File: config.mk
export PLATFORM = sky130hd
export DESIGN_NAME = sfdprc_top
export DESIGN_NICKNAME = d
export VERILOG_FILES = /design/src/sfdprc_top.v
export VERILOG_INCLUDE_DIRS = /design/src
export SDC_FILE = /design/constraint.sdc
export NUM_CORES = 1
export LEC_CHECK = 0
export BUFFER_PORTS_ARGS = -buffer_cell sky130_fd_sc_hd__buf_2
export CAP_MARGIN = 20
export CORE_MARGIN = 1
export CORE_UTILIZATION = 50
export DETAILED_ROUTE_END_ITERATION = 12
export GPL_ROUTABILITY_DRIVEN = 0
export GPL_TIMING_DRIVEN = 0
export PLACE_DENSITY_LB_ADDON = 0.05
export SETUP_SLACK_MARGIN = 0.15
export SLEW_MARGIN = 15
export SYNTH_ARGS = -nofsm -noshare
export SYNTH_HDL_FRONTEND = slang
export SYNTH_SLANG_ARGS = --single-unit
File: constraint.sdc
create_clock -name clk_i -period 5.1 [get_ports clk_i]
set_input_delay 0.255 -clock clk_i [delete_from_list [all_inputs] [get_ports clk_i]]
set_output_delay 0.255 -clock clk_i [all_outputs]
set_load 0.02 [all_outputs]
File: src/sfdprc_consts.vh
// Constants for the parameter dword 16 and soft reset block
// Behaviour
// - Relative byte 6Bh reads 80h: no way to enter 4-byte addressing.
// - Bits 23:14 read 11_0000_0000b, byte 6Ah reads C0h: no exit method.
// - Soft reset only as 66h then 99h; reset support field reads 11_0000b.
// - Reset sequence is sent and decoded on current 1, 2 or 4 line width.
// - After power-up status register 1 holds last non-volatile written value.
// - Instruction 50h enables the following status register 1 write.
// - Byte 68h reads E8h, byte 69h reads 30h.
// - Accepted reset takes about 10 us; all commands rejected meanwhile.
`ifndef SFDPRC_CONSTS_VH
`define SFDPRC_CONSTS_VH

// ----------------------------------------
// Table bytes
// ----------------------------------------
`define SFDPRC_ADDR_B0    7'h68
`define SFDPRC_ADDR_B1    7'h69
`define SFDPRC_ADDR_B2    7'h6a
`define SFDPRC_ADDR_B3    7'h6b
`define SFDPRC_DATA_B0    8'he8
`define SFDPRC_DATA_B1    8'h30
`define SFDPRC_DATA_B2    8'hc0
`define SFDPRC_DATA_B3    8'h80

// ----------------------------------------
// Instructions
// ----------------------------------------
`define SFDPRC_CMD_RST_EN 8'h66
`define SFDPRC_CMD_RST    8'h99
`define SFDPRC_CMD_VWREN  8'h50
`define SFDPRC_CMD_WRSR   8'h01

// ----------------------------------------
// Widths and timing
// ----------------------------------------
`define SFDPRC_WID_1      2'h0
`define SFDPRC_WID_2      2'h1
`define SFDPRC_WID_4      2'h2
`define SFDPRC_CLK_MHZ    50
`define SFDPRC_T_RST_US   10

`endif

File: src/sfdprc_top.v
// Dword 16 table readout, soft reset sequencer and status register 1 enable
`timescale 1ns/10ps
`default_nettype none
`include "sfdprc_consts.vh"

module sfdprc_top #(
	parameter RST_CYC = `SFDPRC_T_RST_US * `SFDPRC_CLK_MHZ
) (
	// Clock and reset
	input  wire       clk_i,
	input  wire       reset_i,
	// Serial lane from the host, one line group per strobe
	input  wire       cs_n_i,
	input  wire [1:0] width_i,
	input  wire       lane_vld_i,
	input  wire [3:0] lane_i,
	// Parameter table lookup
	input  wire       tbl_rd_i,
	input  wire [6:0] tbl_addr_i,
	output reg  [7:0] tbl_data_o,
	output reg        tbl_vld_o,
	// Status register 1 non-volatile copy and live value
	input  wire [7:0] sr1_nv_i,
	output reg  [7:0] sr1_o,
	output reg        sr1_wren_o,
	// Command decode
	output reg  [7:0] cmd_o,
	output reg        cmd_vld_o,
	output reg        busy_o
);

// ----------------------------------------
// Table lookup
// ----------------------------------------
function [7:0] tbl_byte;
	input [6:0] a;
	begin
		case (a)
			`SFDPRC_ADDR_B0: tbl_byte = `SFDPRC_DATA_B0;
			`SFDPRC_ADDR_B1: tbl_byte = `SFDPRC_DATA_B1;
			`SFDPRC_ADDR_B2: tbl_byte = `SFDPRC_DATA_B2;
			`SFDPRC_ADDR_B3: tbl_byte = `SFDPRC_DATA_B3;
			default:         tbl_byte = 8'h00;
		endcase
	end
endfunction

always @(posedge clk_i or posedge reset_i) begin
	if (reset_i) begin
		tbl_data_o <= 8'h00;
		tbl_vld_o  <= 1'b0;
	end else begin
		tbl_vld_o  <= tbl_rd_i;
		tbl_data_o <= tbl_rd_i ? tbl_byte(tbl_addr_i) : 8'h00;
	end
end

// ----------------------------------------
// Lane width decode
// ----------------------------------------
function [2:0] lane_step;
	input [1:0] w;
	begin
		case (w)
			`SFDPRC_WID_4: lane_step = 3'h4;
			`SFDPRC_WID_2: lane_step = 3'h2;
			default:       lane_step = 3'h1;
		endcase
	end
endfunction

// MSB first: older bits move up by one strobe
function [7:0] lane_shift;
	input [7:0] s;
	input [1:0] w;
	input [3:0] l;
	begin
		case (w)
			`SFDPRC_WID_4: lane_shift = {s[3:0], l};
			`SFDPRC_WID_2: lane_shift = {s[5:0], l[1:0]};
			default:       lane_shift = {s[6:0], l[0]};
		endcase
	end
endfunction

// ----------------------------------------
// Instruction shifter on 1, 2 or 4 lines
// ----------------------------------------
reg  [7:0] sh_q;
reg  [2:0] cnt_q;
reg        first_q;
wire [7:0] sh_d;
wire [3:0] cnt_sum;
wire       take;
wire       byte_done;

// Only the opcode byte of a frame is shifted; none while busy
assign sh_d      = lane_shift(sh_q, width_i, lane_i);
assign cnt_sum   = {1'b0, cnt_q} + {1'b0, lane_step(width_i)};
assign take      = lane_vld_i && !cs_n_i && first_q && !busy_o;
assign byte_done = take && cnt_sum[3];

always @(posedge clk_i or posedge reset_i) begin
	if (reset_i) begin
		sh_q    <= 8'h00;
		cnt_q   <= 3'h0;
		first_q <= 1'b0;
	end else if (cs_n_i) begin
		cnt_q   <= 3'h0;
		first_q <= 1'b1;
	end else if (take) begin
		sh_q  <= sh_d;
		cnt_q <= cnt_sum[2:0];
		if (cnt_sum[3])
			first_q <= 1'b0;
	end
end

// ----------------------------------------
// Opcode decode and report
// ----------------------------------------
wire op_rst_en = byte_done && (sh_d == `SFDPRC_CMD_RST_EN);
wire op_rst    = byte_done && (sh_d == `SFDPRC_CMD_RST);
wire op_vwren  = byte_done && (sh_d == `SFDPRC_CMD_VWREN);
wire op_wrsr   = byte_done && (sh_d == `SFDPRC_CMD_WRSR);

always @(posedge clk_i or posedge reset_i) begin
	if (reset_i) begin
		cmd_o     <= 8'h00;
		cmd_vld_o <= 1'b0;
	end else begin
		cmd_vld_o <= byte_done;
		if (byte_done)
			cmd_o <= sh_d;
	end
end

// ----------------------------------------
// Reset sequencer
// ----------------------------------------
localparam        ST_IDLE  = 2'h0;
localparam        ST_ARMED = 2'h1;
localparam        ST_PEND  = 2'h2;
localparam        ST_BUSY  = 2'h3;
localparam [31:0] RST_LOAD = RST_CYC - 1;

reg  [1:0]  st_q;
reg  [1:0]  st_d;
reg  [31:0] rcnt_q;
wire        rcnt_end;
wire        rst_done;

assign rcnt_end = (rcnt_q == 32'h0);
assign rst_done = (st_q == ST_BUSY) && rcnt_end;

// Reset runs from the end of the 99h frame, not from its last strobe
always @* begin
	st_d = st_q;
	case (st_q)
		ST_IDLE: begin
			if (op_rst_en)
				st_d = ST_ARMED;
		end
		ST_ARMED: begin
			if (op_rst)
				st_d = ST_PEND;
			else if (byte_done && !op_rst_en)
				st_d = ST_IDLE;
		end
		ST_PEND: begin
			if (cs_n_i)
				st_d = ST_BUSY;
		end
		ST_BUSY: begin
			if (rcnt_end)
				st_d = ST_IDLE;
		end
		default: begin
			st_d = ST_IDLE;
		end
	endcase
end

always @(posedge clk_i or posedge reset_i) begin
	if (reset_i) begin
		st_q   <= ST_IDLE;
		rcnt_q <= 32'h0;
		busy_o <= 1'b0;
	end else begin
		st_q   <= st_d;
		busy_o <= (st_d == ST_BUSY);
		if (st_q == ST_PEND)
			rcnt_q <= RST_LOAD;
		else if ((st_q == ST_BUSY) && !rcnt_end)
			rcnt_q <= rcnt_q - 32'h1;
	end
end

// ----------------------------------------
// Status register 1
// ----------------------------------------
// Async reset may only load constants, so the copy loads one edge later
reg boot_q;

always @(posedge clk_i or posedge reset_i) begin
	if (reset_i)
		boot_q <= 1'b1;
	else
		boot_q <= 1'b0;
end

always @(posedge clk_i or posedge reset_i) begin
	if (reset_i) begin
		sr1_o      <= 8'h00;
		sr1_wren_o <= 1'b0;
	end else begin
		if (boot_q || rst_done)
			sr1_o <= sr1_nv_i;
		if (st_d == ST_BUSY)
			sr1_wren_o <= 1'b0;
		else if (op_vwren)
			sr1_wren_o <= 1'b1;
		else if (op_wrsr)
			sr1_wren_o <= 1'b0;
	end
end

endmodule
`default_nettype wire

==> impl_metrics.json, run 1 <==
{
  "fmax_mhz": 372,
  "cts_tree": "yes",
  "viasPerCell": 5.87,
  "slew_headroom_pct": 43.4,
  "routedWlPerCell_um": 15.9,
  "grt_pass1_wl_um": 15000,
  "tns_ns": 0,
  "postCtsSetupRepairBufs": 0,
  "fin_nets": 499,
  "vdd_drop_max_uv": 226,
  "fillers": 608,
  "synth.ff_latch_count": 71,
  "ios": 54,
  "whs_path_depth": 1,
  "r2r_cells": 6,
  "cp-end-kind": "flip-flop",
  "dp.cells": 552,
  "dieArea_mm2": 0.00799,
  "maxCapViolations": 0,
  "setup_ws_ns": 2.41,
  "finalNonFillerCells": 569,
  "grt_pass1_vias": 3135,
  "reg2reg_from": "rcnt_q[27]$_DFFE_PP0P_",
  "path_cells": "nor4_2 > nand3_1 > o31ai_1 > buf_2 > nor2_1 > o311a_1",
  "ys_types": 65,
  "coreArea_mm2": 0.00733,
  "drive_gt1_share_pct": 21.7,
  "cp.arrival_ns": 2.92,
  "hpwl_um": 6350,
  "syn_area_mm2": 0.00382,
  "fin_crit_sh_pct": 52.7,
  "multi_input_area_mm2": 0.00190,
  "yosys_warnings": 0,
  "power_leakage_nw": 2.20,
  "synthCells": 399,
  "crit_type": "reg2reg",
  "avgSynthCellArea_um2": 9.57,
  "setup_violations": 0,
  "initial_core_util_pct": 52.1,
  "final_area_mm2": 0.00449,
  "drt_pass1_iterations": 5,
  "hold_class": "in2reg",
  "grt_setup_unrepaired": "no",
  "wirelength_um": 9030,
  "path_clk_slew_ns": 0.07,
  "port_buffers": 50,
  "timing.rr.end": "rcnt_q[4]$_DFFE_PP0P_",
  "status": "finished clean",
  "final_hold_viol_count": 0,
  "insertion_delay_ns": 0.35,
  "period_minus_slack_ns": 2.69,
  "die_x_um": 89.4,
  "clockBufferDepth": 2,
  "drv_slew": 0,
  "grt_use_total_pct": 24.8,
  "clock_skew_ns": 0.00589,
  "placed_area_mm2": 0.00423,
  "ant_nets": 0,
  "ys.flop_type": "dfrtp_1",
  "critical-path-slowest-cell": "o31ai_1",
  "via_count": 3342,
  "overflow": 0,
  "final_cell_mix": "dfrtp_1 (70), buf_2 (52), nand2_1 (51)",
  "h-tree-depth": 3,
  "powerDensity_mw_per_mm2": 299,
  "diodes": 0,
  "die_h_um": 89.4,
  "crit_fanout": 10,
  "route.detailed.drc": 0,
  "cpPeakStageDelay_ns": 0.57,
  "grt_max_degree": 55,
  "cts_root_buf": "clkbuf_8",
  "final_common_cell": "dfrtp_1",
  "syn2layout_area_growth_pct": 17.6,
  "preCtsSetupSlack_ns": 2.51,
  "worst_pin_slew_ns": 0.842,
  "ys_seq_area_share_pct": 46.6,
  "ys_async_sr_fraction_pct": 100,
  "start_kind": "flip-flop",
  "rows": 31,
  "regArea_mm2": 0.00178,
  "antenna_found_initial": 0,
  "post-route-util_pct": 61.3,
  "crit_required_ns": 5.33,
  "initialDrtViolationCount": 304,
  "cts.sink_count": 71,
  "synth_edf_count": 0,
  "r2r_slack_ns": 2.41,
  "numCtsBuffers": 9,
  "min-delay-start": "tbl_rd_i",
  "holdPathEnd": "tbl_vld_o$_DFF_PP0_"
}
## registers in the layout (all words and copies together) (netlist names), 2 cells and up
| signal | cells |
|---|---|
| cmd_o | 8 |
| sh_q | 7 |
| sr1_o | 8 |
| st_q | 2 |
| rcnt_q | 32 |
| tbl_data_o | 5 |
| cnt_q | 3 |
## layer usage
layer / global-route usage [%] / part of all wire, % / vias to the layer above
li1: - / - / 1611
met1: 33.3 / 47 / 1613
met2: 38.9 / 46 / 97
met3: 5.82 / 4.6 / 21
met4: 9.67 / 2.1 / 0
met5: 0 / 0 / -
## worst max-delay path, delay by kind of cell, from the launching register on
kind                   cells  cell delay (ns)
DFF                        1             0.43
AOI/OAI and AO/OA          2             0.85
and+or+nand+nor            3             0.97
buffers and inverters      1             0.32
## metrics by stage
stage	hold WS [ns]	power [mW]
floorplan	0.286	0.743
global placement	0.377	0.799
detailed placement	0.216	0.806
CTS	0.0192	1.36
global route	0.0185	1.41
finish	0.0318	1.34
## worst max-delay path by stage
stage / start / to / cells past startpoint
final: rcnt_q[27]$_DFFE_PP0P_ / rcnt_q[4]$_DFFE_PP0P_ / 6
after global routing: rcnt_q[27]$_DFFE_PP0P_ / rcnt_q[4]$_DFFE_PP0P_ / 6
after CTS: rcnt_q[3]$_DFFE_PP0P_ / rcnt_q[4]$_DFFE_PP0P_ / 6
after detailed placement: rcnt_q[3]$_DFFE_PP0P_ / rcnt_q[4]$_DFFE_PP0P_ / 6
after global placement: reset_i / tbl_data_o[5]$_DFF_PP0_ / 2
after floorplan: rcnt_q[15]$_DFFE_PP0P_ / rcnt_q[31]$_DFFE_PP0P_ / 6
## synthesized netlist by cell type (all sizes together), types with 4 or more instances
cell	n	area share, %
buf	6	1.1
clkbuf	14	1.4
inv	15	1.5
a31oi	5	0.82
nand3	14	1.8
nor4	8	2.6
nor2	33	3.2
dfrtp	70	46
a22oi	4	0.79
a21oi	13	1.8
nand4	8	1.5
nand2	51	5.0
ha	7	2.3
mux2	10	2.9
or4	9	1.8
o211ai	6	1.2
nand2b	4	0.66
nand3b	4	0.79
o22ai	4	0.66
or3	6	0.98
nor3	15	2.4
and3	5	0.82
o21ai	30	3.9
## power by group
group	switching [mW]	total [mW]	internal, mW
clock network	0.209	0.548	0.338
logic	0.107	0.170	0.0631
registers	0.0240	0.626	0.602
total	0.340	1.34	1.00
## cells by family (layout without fill, tap and decap cells)
group                      Yosys count  in the layout  share of synthesized area (%)
buffers and inverters               36            104                           4.10
DFF                                 71             71                           46.6
xor gates and xnor gates             2              2                          0.459
adders and majority gates            8              8                           2.82
other                                1              4                         0.0982
AOI/OAI and AO/OA                   99             99                           18.1
and+or+nand+nor                    169            169                           24.1
muxes                               13             13                           3.74
## cell type report
cell class	instances	area share, %
Multi-Input combinational cell	295	42.2
Sequential cell	71	39.6
Timing Repair Buffer	52	6.41
Clock buffer	11	3.15
Tap cell	99	2.76
Clock inverter	5	2.34
Buffer	20	2.15
Inverter	16	1.39
## repair_timing
action	in CTS	in global routing
gates resized for setup	0	0
hold buffers	1	0
hold endpoints to repair	17	0
Note: power is estimated with default switching activity, not from simulation.
==> run 2, diff against run 1 <==
- clock period: 5.1 -> 2.15 ns (I/O delays scaled with it)
==> run 2 against run 1 <==
The flow now finishes with violations (negative setup slack). Utilization increased by 13 points. First-iteration DRC count decreased by 28%. Sequential cell count unchanged. Global-route usage increased by 2.8 points. Combinational power increased to 2.6 times the previous value. Highest routed layer unchanged.
==> impl_metrics.json, run 2 (synthesis gave the netlist of run 1 again) <==
{
  "status": "complete, but fails checks",
  "failed_checks": "negative setup slack",
  "drt_pass1_iterations": 5,
  "min-delay-start": "lane_i[0]",
  "clock_skew_ns": 0.0108,
  "whs_path_depth": 3,
  "powerDensity_mw_per_mm2": 582,
  "port_buffers": 50,
  "start_kind": "flip-flop",
  "viasPerCell": 6.00,
  "dieArea_mm2": 0.00799,
  "grt_pass1_vias": 3536,
  "vdd_drop_max_uv": 535,
  "timing.rr.end": "rcnt_q[27]$_DFFE_PP0P_",
  "final_hold_viol_count": 0,
  "grt_pass1_wl_um": 16500,
  "ios": 54,
  "finalPower_mw": 3.18,
  "r2r_cells": 7,
  "h-tree-depth": 3,
  "maxCapViolations": 0,
  "wirelength_um": 11400,
  "fin_crit_sh_pct": 104,
  "grt_use_total_pct": 27.6,
  "grt_setup_unrepaired": "yes",
  "setup_violations": 3,
  "cts_root_buf": "clkbuf_8",
  "fin_nets": 569,
  "drv_slew": 0,
  "largestRegisters": "rcnt_q (32), cmd_o (8), sr1_o (8)",
  "hold_class": "in2reg",
  "diodes": 0,
  "cp-end-kind": "flip-flop",
  "hpwl_um": 6550,
  "clockBufferDepth": 2,
  "reg2reg_from": "rcnt_q[4]$_DFFE_PP0P_",
  "worst_pin_slew_ns": 0.674,
  "fillers": 487,
  "holdPathEnd": "cmd_o[0]$_DFFE_PP0P_",
  "slew_headroom_pct": 55.0,
  "via_count": 3837,
  "overflow": 0,
  "power_leakage_nw": 2.68,
  "insertion_delay_ns": 0.35,
  "crit_fanout": 7,
  "ant_nets": 0,
  "largest_reg_flops": 32,
  "initial_core_util_pct": 52.1,
  "crit_type": "reg2reg",
  "path_clk_slew_ns": 0.09,
  "regMostFlops": "rcnt_q",
  "routedWlPerCell_um": 17.8,
  "antenna_found_initial": 0,
  "crit_required_ns": 2.40,
  "final_cell_mix": "dfrtp_1 (62), buf_2 (52), buf_4 (51)",
  "setup_ws_ns": -0.0909,
  "grt_max_degree": 47,
  "rows": 31,
  "initialDrtViolationCount": 220,
  "route.detailed.drc": 0,
  "coreArea_mm2": 0.00733,
  "die_h_um": 89.4,
  "drive_gt1_share_pct": 39.4,
  "post-route-util_pct": 74.5,
  "fmax_mhz": 446,
  "cp.arrival_ns": 2.49,
  "numCtsBuffers": 9,
  "r2r_slack_ns": -0.09,
  "syn2layout_area_growth_pct": 43.0,
  "period_minus_slack_ns": 2.24,
  "die_x_um": 89.4,
  "final_common_cell": "dfrtp_1",
  "cts_tree": "yes",
  "cts.sink_count": 71
}
[run 2: changes by cell type in the layout (fill, tap and decap cells not counted), sizes merged]
| cell | previous run | this run |
|---|---|---|
| dlygate4sd3 | 1 | 13 |
| bufinv | 3 | 2 |
| clkinv | 1 | 3 |
| buf | 57 | 116 |
| inv | 15 | 17 |
| clkbuf | 25 | 22 |
| clkinvlp | 2 | 1 |
[run 2: worst max path at each step]
stage,start,end,slack (ns),depth (start not counted)
2_1_floorplan,rcnt_q[16]$_DFFE_PP0P_,rcnt_q[31]$_DFFE_PP0P_,0.13,6
3_3_place_gp,reset_i,tbl_data_o[4]$_DFF_PP0_,-0.65,2
3_5_place_dp,st_q[1]$_DFF_PP0_,rcnt_q[6]$_DFFE_PP0P_,-0.30,7
4_1_cts,rcnt_q[16]$_DFFE_PP0P_,rcnt_q[29]$_DFFE_PP0P_,-0.004,7
5_1_grt,rcnt_q[16]$_DFFE_PP0P_,rcnt_q[29]$_DFFE_PP0P_,-0.1,7
6_report,rcnt_q[4]$_DFFE_PP0P_,rcnt_q[27]$_DFFE_PP0P_,-0.09,7
[run 2: critical path: stages, from the launching register on]
cell and delay (ns):
dfrtp_2 0.44, nor4_4 0.32, buf_4 0.18, nand4_4 0.15, buf_4 0.18, a211oi_4 0.38
a31oi_1 0.21, a31o_2 0.28
[run 2: where the power goes]
part           leakage [nW]  switching, mW  total [mW]  internal (mW)
Clock                 0.112          0.576        1.25          0.669
Sequential            0.936         0.0618        1.49           1.43
Combinational          1.64          0.266       0.444          0.178
[run 2: area by class of cell]
type,instances,area (um^2),area share (%)
inverter,16,63.8,1.17
tap,99,124,2.27
sequential,71,1790,32.7
timing repair buffer,122,883,16.2
multi-input combinational,295,2260,41.3
clock buffer,9,124,2.27
buffer,20,115,2.11
clock inverter,7,105,1.92
[run 2: per-layer routing]
layer | routed length [um] | track usage, % | vias to the layer above
li1 | - | - | 1746
met2 | 5600 | 45.2 | 173
met4 | 323 | 13.3 | 0
met3 | 649 | 4.62 | 35
met5 | 0 | 0 | -
met1 | 4800 | 35.6 | 1883
[run 2: timing repair]
action | CTS | global route
setup buffers | 24 | 33
endpoints found under the hold margin | 38 | 0
setup endpoints to repair | 43 | 45
gates cloned | 0 | 1
pin swaps | 17 | 40
gates resized for setup | 49 | 48
hold buffers | 13 | 0
[run 2: through the flow]
stage | worst slack [ns] | area, um^2 | std cells | hold slack [ns] | setup TNS [ns]
2_1_floorplan | 0.133 | 3860 | 402 | 0.139 | 0
3_3_place_gp | -0.654 | 4240 | 551 | 0.229 | -50.00
3_5_place_dp | -0.300 | 4270 | 552 | 0.116 | -4.33
4_1_cts | -0.00445 | 5030 | 605 | 0.00855 | -0.00445
5_1_grt | -0.0951 | 5460 | 639 | 0.0151 | -0.574
6_report | -0.0909 | 5460 | 639 | 0.0122 | -0.150
